[src/logic/sfxalu_cfg.svh]
// Constants of the saturating fixed-point datapath: limits, shifts, fields.
// Assumes inclusion by bare name from the design files.
`ifndef SFXALU_CFG_SVH
`define SFXALU_CFG_SVH

// Saturation limits of short and long words
`define SFX_MAX16 16'h7fff
`define SFX_MIN16 16'h8000
`define SFX_MAX32 32'h7fffffff
`define SFX_MIN32 32'h80000000

// Scaled product: rounding constant and scale shift
`define SFX_ROUND 32'h00004000
`define SFX_MULT_SHIFT 15

// Input word masking
`define SFX_SAMPLE_LSBS 3
`define SFX_PARAM_W_LSB 0
`define SFX_PARAM_W_MSB 2

// Quotient steps and shift clamp
`define SFX_DIV_STEPS 15
`define SFX_SHIFT_LIMIT 17'h00020

// Compare result field positions
`define SFX_CMP_LT 0
`define SFX_CMP_EQ 1
`define SFX_CMP_GT 2

// Reset value of the result register
`define SFX_RES_RST 32'h00000000

`endif

[src/logic/sfxalu_pkg.sv]
// Types shared by the saturating fixed-point datapath.
// Assumes nothing beyond a SystemVerilog compiler.
package sfxalu_pkg;

    // Operation select presented with each request
    typedef enum logic [4:0] {
        OP_ADD,
        OP_SUB,
        OP_MULT,
        OP_MULT_R,
        OP_ABS,
        OP_DIV,
        OP_L_MULT,
        OP_L_ADD,
        OP_L_SUB,
        OP_NORM,
        OP_SHL,
        OP_SHR,
        OP_L_SHL,
        OP_L_SHR,
        OP_EXT,
        OP_TRUNC,
        OP_MASK_SAMPLE,
        OP_MASK_PARAM,
        OP_CMP,
        OP_L_CMP
    } sfxalu_op_e;

endpackage : sfxalu_pkg

[src/logic/sfxalu_div.sv]
// Fractional quotient of two positive short words, unrolled restoring loop.
// Assumes the caller keeps divisor >= dividend > 0; other inputs give junk.
module sfxalu_div #(
    parameter int WIDTH = 16,
    parameter int STEPS = 15
) (
    // Operands
    input wire logic [WIDTH-1:0] dividend,
    input wire logic [WIDTH-1:0] divisor,
    // Result
    output logic [WIDTH-1:0] quotient
);

    // One quotient bit per step; equal operands give 15 ones, 32767
    always_comb begin
        logic [2*WIDTH-1:0] num;
        logic [2*WIDTH-1:0] den;
        logic [WIDTH-1:0] q;
        num = {{WIDTH{1'b0}}, dividend};
        den = {{WIDTH{1'b0}}, divisor};
        q = '0;
        for (int k = 0; k < STEPS; k++) begin
            q = {q[WIDTH-2:0], 1'b0};
            num = {num[2*WIDTH-2:0], 1'b0};
            if (num >= den) begin // [RL8]
                num = num - den;
                q = q | {{(WIDTH-1){1'b0}}, 1'b1};
            end
        end
        quotient = q; // [RL8] leading bit stays zero after 15 steps
    end

endmodule : sfxalu_div

[src/logic/sfxalu_top.sv]
// Saturating fixed-point arithmetic datapath for a speech codec.
// Assumes the sequencing logic on ref_clk issues one operation per strobe.
//
// What this block does, and what its issuer keeps to
// RL1 - Handles only signed 16-bit short and 32-bit long two's complement.
// RL2 - Short addition saturates to +32767 or -32768 instead of wrapping.
// RL3 - Short subtraction saturates to +32767 or -32768 instead of wrapping.
// RL4 - Scaled product is full product shifted right 15; min times min is 32767.
// RL5 - Rounded scaled product adds 16384 before the shift; min squared 32767.
// RL6 - Absolute value of short word, with -32768 giving 32767.
// RL7 - Issuer asks for a quotient only with divisor >= dividend > 0.
// RL8 - Quotient is positive, truncated to 16 bits; equal operands give 32767.
// RL9 - Long doubled product is the 32-bit product shifted left by one.
// RL10 - Issuer never asks for the long doubled product of min by min.
// RL11 - Long addition saturates to 2147483647 or -2147483648.
// RL12 - Long subtraction saturates to 2147483647 or -2147483648.
// RL13 - Shift count brings a long word into its normalized signed range.
// RL14 - Left shift fills zeros; a negative count shifts right instead.
// RL15 - Right shift extends sign; a negative count shifts left instead.
// RL16 - A short word widened to long has its sign copied upward.
// RL17 - A long word narrowed to short keeps its low 16 bits, no saturation.
// RL18 - Constants entering long operations are sign-extended to 32 bits.
// RL19 - Samples use 13 upper bits, parameters only their low valid bits.
// RL20 - Long results stay 32 bits except through the explicit narrowing.
// RL21 - All comparisons are signed at the operand's declared width.
// RL22 - Operation and operands come with a strobe; results pulse in order.
`include "sfxalu_cfg.svh"

module sfxalu_top (
    // Clock and reset
    input wire logic ref_clk,
    input wire logic sys_rst,
    // Request from the sequencing logic
    input wire logic op_valid,
    input wire sfxalu_pkg::sfxalu_op_e op_code,
    input wire logic [31:0] op_a,
    input wire logic [31:0] op_b,
    input wire logic op_b_short,
    // Result back to the sequencing logic
    output logic res_valid,
    output logic [31:0] res_data,
    output logic res_sat
);
    import sfxalu_pkg::*;

    // ------------------------------------------------------------
    // Helper functions
    // ------------------------------------------------------------

    // Widen a short word with its sign copied into the upper half
    function automatic logic [31:0] sext16(input logic [15:0] v);
        sext16 = {{16{v[15]}}, v}; // [RL16]
    endfunction : sext16

    // Clamp a 17-bit short sum to the short range
    function automatic logic [31:0] sat16(input logic [16:0] s);
        if (s[16] == s[15]) begin
            sat16 = sext16(s[15:0]);
        end else if (s[16]) begin
            sat16 = sext16(`SFX_MIN16); // [RL2] [RL3]
        end else begin
            sat16 = sext16(`SFX_MAX16); // [RL2] [RL3]
        end
    endfunction : sat16

    // Clamp a 33-bit long sum to the long range
    function automatic logic [31:0] sat32(input logic [32:0] s);
        if (s[32] == s[31]) begin
            sat32 = s[31:0];
        end else if (s[32]) begin
            sat32 = `SFX_MIN32; // [RL11] [RL12]
        end else begin
            sat32 = `SFX_MAX32; // [RL11] [RL12]
        end
    endfunction : sat32

    // Shift with signed count; a negative count turns the direction round.
    // Counts of 32 or more clear the word or fill it with its sign.
    function automatic logic [31:0] shift_long(
        input logic [31:0] x,
        input logic [15:0] n,
        input logic to_left
    );
        logic [16:0] mag;
        logic left;
        mag = n[15] ? 17'(-$signed({n[15], n})) : {1'b0, n};
        left = to_left ^ n[15]; // [RL14] [RL15]
        if (left) begin
            shift_long = (mag >= `SFX_SHIFT_LIMIT) ? 32'h00000000 : x << mag;
        end else if (mag >= `SFX_SHIFT_LIMIT) begin
            shift_long = {32{x[31]}}; // [RL15]
        end else begin
            shift_long = 32'($signed(x) >>> mag); // [RL15]
        end
    endfunction : shift_long

    // Left shifts that bring a long word into its normalized range
    function automatic logic [4:0] norm32(input logic [31:0] x);
        logic [4:0] cnt;
        logic run;
        cnt = 5'h00;
        run = (x != 32'h00000000);
        for (int i = 30; i >= 0; i--) begin
            if (run && (x[i] == x[31])) begin
                cnt = cnt + 5'h01; // [RL13]
            end else begin
                run = 1'b0;
            end
        end
        norm32 = cnt;
    endfunction : norm32

    // Signed three-way compare packed into the compare field
    function automatic logic [31:0] cmp_word(
        input logic [31:0] a,
        input logic [31:0] b
    );
        logic [31:0] w;
        w = 32'h00000000;
        w[`SFX_CMP_LT] = $signed(a) < $signed(b); // [RL21]
        w[`SFX_CMP_EQ] = (a == b); // [RL21]
        w[`SFX_CMP_GT] = $signed(a) > $signed(b); // [RL21]
        cmp_word = w;
    endfunction : cmp_word

    // ------------------------------------------------------------
    // Operand preparation
    // ------------------------------------------------------------

    logic [15:0] a16;
    logic [15:0] b16;
    logic [31:0] b_long;
    logic [31:0] prod;
    logic [31:0] prod_r;
    logic min_sq;
    logic [15:0] div_q;
    logic [15:0] pmask;
    logic [31:0] result_next;
    logic sat_next;

    // Short ops see only the low half of each operand
    assign a16 = op_a[15:0]; // [RL1]
    assign b16 = op_b[15:0]; // [RL1]
    // A short constant headed for a long op is widened with its sign
    assign b_long = op_b_short ? sext16(b16) : op_b; // [RL18]

    // Full signed product; it never exceeds 2^30 so 32 bits hold it
    assign prod = $signed(sext16(a16)) * $signed(sext16(b16));
    assign prod_r = prod + `SFX_ROUND; // [RL5]
    assign min_sq = (a16 == `SFX_MIN16) && (b16 == `SFX_MIN16);
    // Valid low bits of a coded parameter, width from op_b
    assign pmask = 16'((17'h00001 << op_b[`SFX_PARAM_W_MSB:`SFX_PARAM_W_LSB])
        - 17'h00001);

    // Quotient: combinational, so every op keeps the same latency
    sfxalu_div #(
        .WIDTH(16),
        .STEPS(`SFX_DIV_STEPS)
    ) u_div (
        .dividend(a16), // [RL7] caller keeps operands in range
        .divisor(b16),
        .quotient(div_q)
    );

    // ------------------------------------------------------------
    // Operation select
    // ------------------------------------------------------------

    // Short results return sign-extended; long ones keep all 32 bits
    always_comb begin
        result_next = 32'h00000000;
        sat_next = 1'b0;
        unique case (op_code)
            OP_ADD: begin
                result_next = sat16({a16[15], a16} + {b16[15], b16}); // [RL2]
                sat_next = (result_next[15:0] != 16'(a16 + b16));
            end
            OP_SUB: begin
                result_next = sat16({a16[15], a16} - {b16[15], b16}); // [RL3]
                sat_next = (result_next[15:0] != 16'(a16 - b16));
            end
            OP_MULT: begin
                // [RL4] min squared would give +32768, one past the top
                result_next = min_sq ? sext16(`SFX_MAX16)
                    : sext16(prod[30:15]); // [RL4]
                sat_next = min_sq;
            end
            OP_MULT_R: begin
                result_next = min_sq ? sext16(`SFX_MAX16)
                    : sext16(prod_r[30:15]); // [RL5]
                sat_next = min_sq;
            end
            OP_ABS: begin
                if (a16 == `SFX_MIN16) begin
                    result_next = sext16(`SFX_MAX16); // [RL6]
                    sat_next = 1'b1;
                end else begin
                    result_next = a16[15] ? sext16(16'(-a16)) : sext16(a16);
                end
            end
            OP_DIV: begin
                result_next = {16'h0000, div_q}; // [RL8]
            end
            OP_L_MULT: begin
                // Min by min wraps here; the issuer never asks for it
                result_next = {prod[30:0], 1'b0}; // [RL9] [RL10]
            end
            OP_L_ADD: begin
                result_next = sat32({op_a[31], op_a} + {b_long[31], b_long});
                sat_next = (result_next != 32'(op_a + b_long)); // [RL11]
            end
            OP_L_SUB: begin
                result_next = sat32({op_a[31], op_a} - {b_long[31], b_long});
                sat_next = (result_next != 32'(op_a - b_long)); // [RL12]
            end
            OP_NORM: begin
                result_next = {27'h0000000, norm32(op_a)}; // [RL13]
            end
            OP_SHL: begin
                result_next = sext16(16'(shift_long(sext16(a16), b16,
                    1'b1))); // [RL14]
            end
            OP_SHR: begin
                result_next = sext16(16'(shift_long(sext16(a16), b16,
                    1'b0))); // [RL15]
            end
            OP_L_SHL: begin
                result_next = shift_long(op_a, b16, 1'b1); // [RL14] [RL20]
            end
            OP_L_SHR: begin
                result_next = shift_long(op_a, b16, 1'b0); // [RL15] [RL20]
            end
            OP_EXT: begin
                result_next = sext16(a16); // [RL16]
            end
            OP_TRUNC: begin
                // The only path that narrows a long word
                result_next = sext16(op_a[15:0]); // [RL17] [RL20]
            end
            OP_MASK_SAMPLE: begin
                result_next = sext16({a16[15:`SFX_SAMPLE_LSBS],
                    `SFX_SAMPLE_LSBS'(0)}); // [RL19]
            end
            OP_MASK_PARAM: begin
                result_next = {16'h0000, a16 & pmask}; // [RL19]
            end
            OP_CMP: begin
                result_next = cmp_word(sext16(a16), sext16(b16)); // [RL21]
            end
            OP_L_CMP: begin
                result_next = cmp_word(op_a, b_long); // [RL21]
            end
            default: begin
                result_next = 32'h00000000;
            end
        endcase
    end

    // ------------------------------------------------------------
    // Result registers
    // ------------------------------------------------------------

    // Strobe: one result pulse per request, one cycle later
    always_ff @(posedge ref_clk) begin
        if (sys_rst) begin
            res_valid <= 1'b0;
        end else begin
            res_valid <= op_valid; // [RL22]
        end
    end

    // Data: held until the next request, so order is issue order
    always_ff @(posedge ref_clk) begin
        if (sys_rst) begin
            res_data <= `SFX_RES_RST;
        end else if (op_valid) begin
            res_data <= result_next; // [RL22] [RL20]
        end
    end

    // Saturation flag travels with its result
    always_ff @(posedge ref_clk) begin
        if (sys_rst) begin
            res_sat <= 1'b0;
        end else if (op_valid) begin
            res_sat <= sat_next;
        end
    end

    // Copy of the last op_a, read only by the checks below
    logic [31:0] chk_a_reg;
    logic [31:0] chk_norm;
    logic [31:0] chk_prod_r;
    always_ff @(posedge ref_clk) begin
        chk_a_reg <= op_a;
    end
    assign chk_norm = chk_a_reg << res_data[4:0];
    assign chk_prod_r = $signed(sext16(a16)) * $signed(sext16(b16))
        + 32'h00004000;
endmodule : sfxalu_top

[config.mk]
export PLATFORM = sky130hd
export DESIGN_NAME = sfxalu_top
export DESIGN_NICKNAME = d
export VERILOG_FILES = /design/src/logic/sfxalu_pkg.sv /design/src/logic/sfxalu_div.sv /design/src/logic/sfxalu_top.sv
export VERILOG_INCLUDE_DIRS = /design/src /design/src/logic
export SDC_FILE = /design/constraint.sdc
export NUM_CORES = 2
export LEC_CHECK = 0
export BUFFER_PORTS_ARGS = -buffer_cell sky130_fd_sc_hd__buf_2
export CORE_UTILIZATION = 45
export CTS_BUF_LIST = sky130_fd_sc_hd__clkbuf_2 sky130_fd_sc_hd__clkbuf_4 sky130_fd_sc_hd__clkbuf_8
export DETAILED_ROUTE_END_ITERATION = 10
export PLACE_DENSITY = 0.67
export REMOVE_ABC_BUFFERS = 1
export SYNTH_ARGS = -nofsm -noshare
export SYNTH_HDL_FRONTEND = slang
export SYNTH_HIERARCHICAL = 1
export SYNTH_SLANG_ARGS = --single-unit
[constraint.sdc]
create_clock -name ref_clk -period 158.3 [get_ports ref_clk]
set_input_delay 7.915 -clock ref_clk [delete_from_list [all_inputs] [get_ports ref_clk]]
set_output_delay 7.915 -clock ref_clk [all_outputs]
set_load 0.005 [all_outputs]
# Yosys cells after proc, flatten, opt, wreduce, memory -nomap -nowiden
# Cells that the tools add are included.
[word_totals] ramBits=0 mem_count=0 input_bits=73 register_bits=34 rom_bits=0 latchBits=0 word_cells=363
[op_classes] mux=179 shift=5 bitwise_logic=1 eq_ne=62 n_div=0 mul=1 n_lt_le_gt_ge=20 reduce_logical=36 add_sub_neg=56
[op_table] operator="$mux W32" count=21
[op_table] operator="$pmux W32 S19" count=1
[op_table] operator="$ge A32 B16 Y1" count=14
[op_table] operator="$mux W31" count=14
[op_table] operator="$sub A31 B16 Y31" count=13
[op_table] operator="$mux W5" count=60
[op_table] operator="$add A5 B1 Y5 const B" count=30
[op_table] operator="$mux W1" count=77
[op_table] operator="$eq A32 B32 Y1" count=2
[op_table] operator="$mux W16" count=4
[op_table] operator="$ne A32 B32 Y1" count=2
[op_table] operator="$eq A5 B4 Y1 const B" count=8
[op_table] operator="$eq A1 B1 Y1" count=35
[op_table] operator="$add A32 B32 Y33" count=1
[op_table] operator="$sub A32 B32 Y33" count=1
[op_table] operator="$add A32 B32 Y32" count=1
[op_table] operator="$eq A16 B16 Y1 const B" count=2
[op_table] operator="$gt A32 B32 Y1" count=1
[op_table] operator="$logic_and A1 B1 Y1" count=32
[op_table] operator="$lt A32 B32 Y1" count=1
[op_table] operator="$ne A16 B16 Y1" count=2
[op_table] operator="$reduce_bool A32 Y1" count=1
[op_table] operator="$shl A32 B17 Y16" count=1
[op_table] operator="$shl A32 B17 Y32" count=1
[op_table] operator="other kinds (27)" count=35

# Depth between registers and ports, before layout
[depth] ltp_word=94 ltp_mapped=296 mapped_depth_nobuf=263

# Hierarchy
# Netlist, hierarchy kept.
[by_module_without_submodules] mod="sfxalu_top" area_per_inst_um2=25943.6 cells_per_inst=3625 seq_area_each_um2=680.7 instances=1
[by_module_without_submodules] mod="sfxalu_div" area_per_inst_um2=17016.3 cells_per_inst=2521 seq_area_each_um2=0.0 instances=1

# Worst setup path after synthesis
# OpenSTA, ideal clock, no wires.
[synth_timing] kind="input to register" startpoint="input port op_b[0]" endpoint="register res_data[0]" n_path_buf=38 setup_time_ns=0.115 setup_slack_ns=97.368 arrival_time_ns=60.817 path_stages=293 path_cell_list="buf_4 > clkbuf_1 > inv_1 > clkbuf_1 > clkbuf_1 > ha_1 > nand4_1 > nor4_2 > a211oi_1 > and3_4 > inv_2 > clkbuf_1 > buf_1 > nor2_1 > a21oi_1 > ha_1 > a21o_1 > a221oi_2 > [... 257 more ...] > and3_1 > nand4_4 > buf_6 > mux2_4 > ha_1 > a21o_1 > a21o_1 > a21oi_1 > o21ai_0 > a2111o_1 > a211o_1 > nor4b_1 > nand4_1 > a222oi_1 > nand4_1 > nor4_1 > nand3_1 > o21a_1"
[synth_via] elab_chain_len=31 elab_cells_between_ends=92
[synth_lines] element="start, declared" line_no="sfxalu_top.sv:37" rtl="input wire logic [31:0] op_b,"
[synth_lines] element="$sub A17 B16 Y18 or $ge A17 B16 Y1 (tied branches)" line_no="sfxalu_div.sv:26, sfxalu_div.sv:25"
[synth_lines] element="$mux W31" line_no="sfxalu_div.sv:25" rtl="if (num >= den) begin"
[synth_lines] element="$sub A31 B16 Y31 or $ge A32 B16 Y1 (tied branches)" line_no="sfxalu_div.sv:26, sfxalu_div.sv:25"
[synth_lines] element="$mux W31" line_no="sfxalu_div.sv:25"
[synth_lines] element="$sub A31 B16 Y31 or $ge A32 B16 Y1 (tied branches)" line_no="sfxalu_div.sv:26, sfxalu_div.sv:25"
[synth_lines] element="$mux W31" line_no="sfxalu_div.sv:25"
[synth_lines] element="$sub A31 B16 Y31 or $ge A32 B16 Y1 (tied branches)" line_no="sfxalu_div.sv:26, sfxalu_div.sv:25"
[synth_lines] element="$mux W31" line_no="sfxalu_div.sv:25"
[synth_lines] element="[... 16 more ...]"
[synth_lines] element="$sub A31 B16 Y31 or $ge A32 B16 Y1 (tied branches)" line_no="sfxalu_div.sv:26, sfxalu_div.sv:25"
[synth_lines] element="$mux W31" line_no="sfxalu_div.sv:25"
[synth_lines] element="$sub A31 B16 Y31 or $ge A32 B16 Y1 (tied branches)" line_no="sfxalu_div.sv:26, sfxalu_div.sv:25"
[synth_lines] element="$mux W31" line_no="sfxalu_div.sv:25"
[synth_lines] element="$ge A32 B16 Y1 (*)" line_no="sfxalu_div.sv:25"
[synth_lines] element="$mux W1 (*)" line_no="sfxalu_div.sv:25"
[synth_lines] element="named net div_q[0]" line_no="sfxalu_top.sv:136" rtl="logic [15:0] div_q;"
[synth_lines] element="$pmux W32 S19 (*)" line_no="sfxalu_top.sv:173" rtl="unique case (op_code)"
[synth_lines] element="end signal, assigned" line_no="sfxalu_top.sv:275" rtl="res_data <= `SFX_RES_RST;"
[synth_lines] element="end signal, assigned" line_no="sfxalu_top.sv:277" rtl="res_data <= result_next;"
[synth_lines] element="end, declared" line_no="sfxalu_top.sv:41" rtl="output logic [31:0] res_data,"
# The timed path passes the listed nets; every way through them passes the cells marked *. The select of a mux whose other input is x is not followed.
# A chain may end at the register's enable or synchronous reset.

# Worst setup path after layout
[layout_timing] startpoint="input port op_b[13]" endpoint="register res_data[0]"
# Same word-level chain as after synthesis.

==> results.py <==
metrics = {
    "status": {
        "run_status": "finished, final reports clean",
    },
    "worst_setup_path": {
        "worstPathArrival_ns": 65.86,
        "critPathKind": "primary input to register",
        "end_kind": "register",
        "r2r_start": "res_data[14]",
        "ff2ff_path_depth": 5,
        "critPathRequiredTime_ns": 158.51,
        "cp_max_fo": 36,
        "reg2reg_to": "res_data[14]",
        "timing.critical_path.mode_cell": "o21a_1",
        "startpoint": "op_b[13]",
        "cp_slowest_cell": "or4_1",
        "worstSetupStartpointType": "primary input",
        "critPathMaxStageDelay_ns": 0.70,
        "path_delay_family": "compound AO/OA/AOI/OAI gates",
        "crit_buf_inv": 15,
        "r2r_slack_ns": 155.23,
    },
    "hold_path": {
        "hp-class": "register to register",
        "holdCritStartpoint": "res_data[7]",
        "hold_depth": 1,
        "whs_endpoint": "res_data[7]",
    },
    "synth": {
        "synth_area_sq_um": 43000,
        "seq_area_frac_synth_pct": 1.58,
        "ys_async_sr_fraction_pct": 0,
        "yosysWarnings": 6,
        "yosysTopAreaCell": "ha_1",
        "synthTopCellsByArea": "ha_1 (12%), fa_1 (12%), a21oi_1 (5.9%)",
        "synth_cell_type_count": 138,
        "synth_ff_type": "dfxtp_1",
        "synth_top_area_share_pct": 12.1,
        "synth_edf_count": 0,
        "avgSynthCellArea_sq_um": 6.99,
        "ys_seq_elements": 34,
        "netlist_instances": 6146,
    },
    "die": {
        "rows": 112,
        "start_util_pct": 45.8,
        "dieArea_sq_um": 96700,
        "pin_count": 107,
        "die_y_um": 311,
        "die_w_um": 311,
        "core_area_sq_um": 93900,
    },
    "clock_network": {
        "ctsResizeCount": 0,
        "clkSinkCount": 34,
        "clk_pin_slew_ns": 0.09,
        "clock_latency_ns": 0.31,
        "clock-root-buffer": "clkbuf_8",
        "cts_setup_buffers": 0,
        "tritoncts": "yes",
        "cts-htree-levels": 2,
        "cts_hold_buf": 0,
        "cts_made_buffers": 5,
        "cts_max_path_buffers": 2,
    },
    "sta": {
        "timing.final.ws_setup_ns": 92.65,
        "report.final.slew_viol_count": 0,
        "setup_tns_ns": 0,
        "skew_ns": 0,
        "finalHoldViolations": 0,
        "finalCritPeriodShare_pct": 41.5,
        "rsz0062_at_grt": "false",
        "setup_viol": 0,
        "max_freq_mhz": 15.2,
        "hold_slack_ns": 0.465,
        "slew_headroom_pct": 17.1,
        "fin_crit_ns": 65.65,
        "worst_pin_slew_ns": 1.24,
    },
    "placed_design": {
        "dpl.hpwl_um": 137000,
        "portBuffers": 106,
        "place_area_sq_um": 44500,
        "place.gp.congestion": 1.06,
        "place_ws_ns": 93.17,
    },
    "layout": {
        "layout_commonest_cell": "nand2_1",
        "final_cell_mix": "nand2_1 (609), nor2_1 (576), a21oi_1 (510)",
        "drive_gt1_share_pct": 7.01,
        "final_area_sq_um": 44600,
        "multi_input_area_sq_um": 39400,
        "regArea_sq_um": 681,
        "area_delta_synth_final_pct": 3.92,
        "fillers": 9599,
        "finalNetCount": 6784,
    },
    "detailed_routing": {
        "first_pass_iters": 6,
        "avgViaCountPerCell": 6.43,
        "wl_um": 171000,
        "post_drt_wl_per_cell_um": 23.4,
        "num_vias": 46900,
        "drt_drc_violations_left": 0,
        "final_antenna_net_count": 0,
        "initialDrtViolationCount": 4797,
    },
    "global_route": {
        "grt_use_total_pct": 33.7,
        "grt_pass1_vias": 43900,
        "grt_pass1_wl_um": 258000,
        "grt_antenna_before_repair": 9,
        "grt_max_degree": 93,
        "overflow": 0,
    },
    "run": {
        "maxCapViolCount": 0,
    },
}
==> per-stage QoR <==
step                util [%]  cells
floorplan                  -   5844
global placement        47.4   7284
detailed placement      47.4   7284
CTS                     47.5   7292
global route            47.5   7295
finish                  47.6   7298
==> layer usage <==
layer | track usage (%) | wire [um] | vias to the layer above
li1 | - | - | 21900
met1 | 41.4 | 67100 | 22200
met2 | 55.1 | 76700 | 2292
met3 | 5.58 | 14800 | 536
met4 | 20.4 | 12300 | 8
met5 | 0 | 57 | -
==> registers in the layout, indices dropped and copies added, names as in the netlist <==
signal     count
res_data      32
res_valid      1
res_sat        1
==> worst max-delay path by stage <==
stage | slack [ns] | to | cells after the start
CTS | 93.29 | res_data[0] | 261
global route | 87.80 | res_data[0] | 261
floorplan | 98.24 | res_data[0] | 258
detailed placement | 93.17 | res_data[0] | 261
finish | 92.65 | res_data[0] | 262
global placement | 94.65 | res_data[0] | 262
==> cell type report <==
cell class,instances,area share (%)
diodes,6,0.0336
well taps,1254,3.51
inverters,464,3.90
clock inverters,3,0.154
repair buffers,186,2.54
multi-input cells,5346,88.2
clock buffers,5,0.154
flip-flops and latches,34,1.52
==> worst register-to-register path: stages, from the launching register on <==
cell and delay, ns:
dfxtp_1 0.49, a221oi_1 0.72, nand3_1 0.27, nor4_1 0.80
nand3_1 0.26, o41a_1 0.41
==> logic make-up (layout without fill, tap and decap cells) <==
kind of cell	count (synthesis)	in the layout	share of synthesized area (%)
other	1	7	0.00873
DFF	34	34	1.58
AOI/OAI and AO/OA	1910	1910	29.4
and+or+nand+nor	2204	2204	25.1
muxes	159	159	3.96
xor gates and xnor gates	398	398	8.87
adders and majority gates	674	674	24.2
buffers and inverters	766	658	6.96
==> cell usage after synthesis (all sizes together), types with 83 or more instances <==
cell type / n
a21o: 158
a21oi: 514
and2: 110
clkbuf: 224
fa: 259
ha: 415
inv: 458
mux2i: 125
nand2: 612
nand2b: 111
nand3: 158
nor2: 588
nor3: 216
o21a: 134
o21ai: 433
o31ai: 83
xnor2: 275
xor2: 113
Power is left out: the tool's default activity adds up to more than one toggle a clock period on the data nets, which glitch-free logic cannot reach.
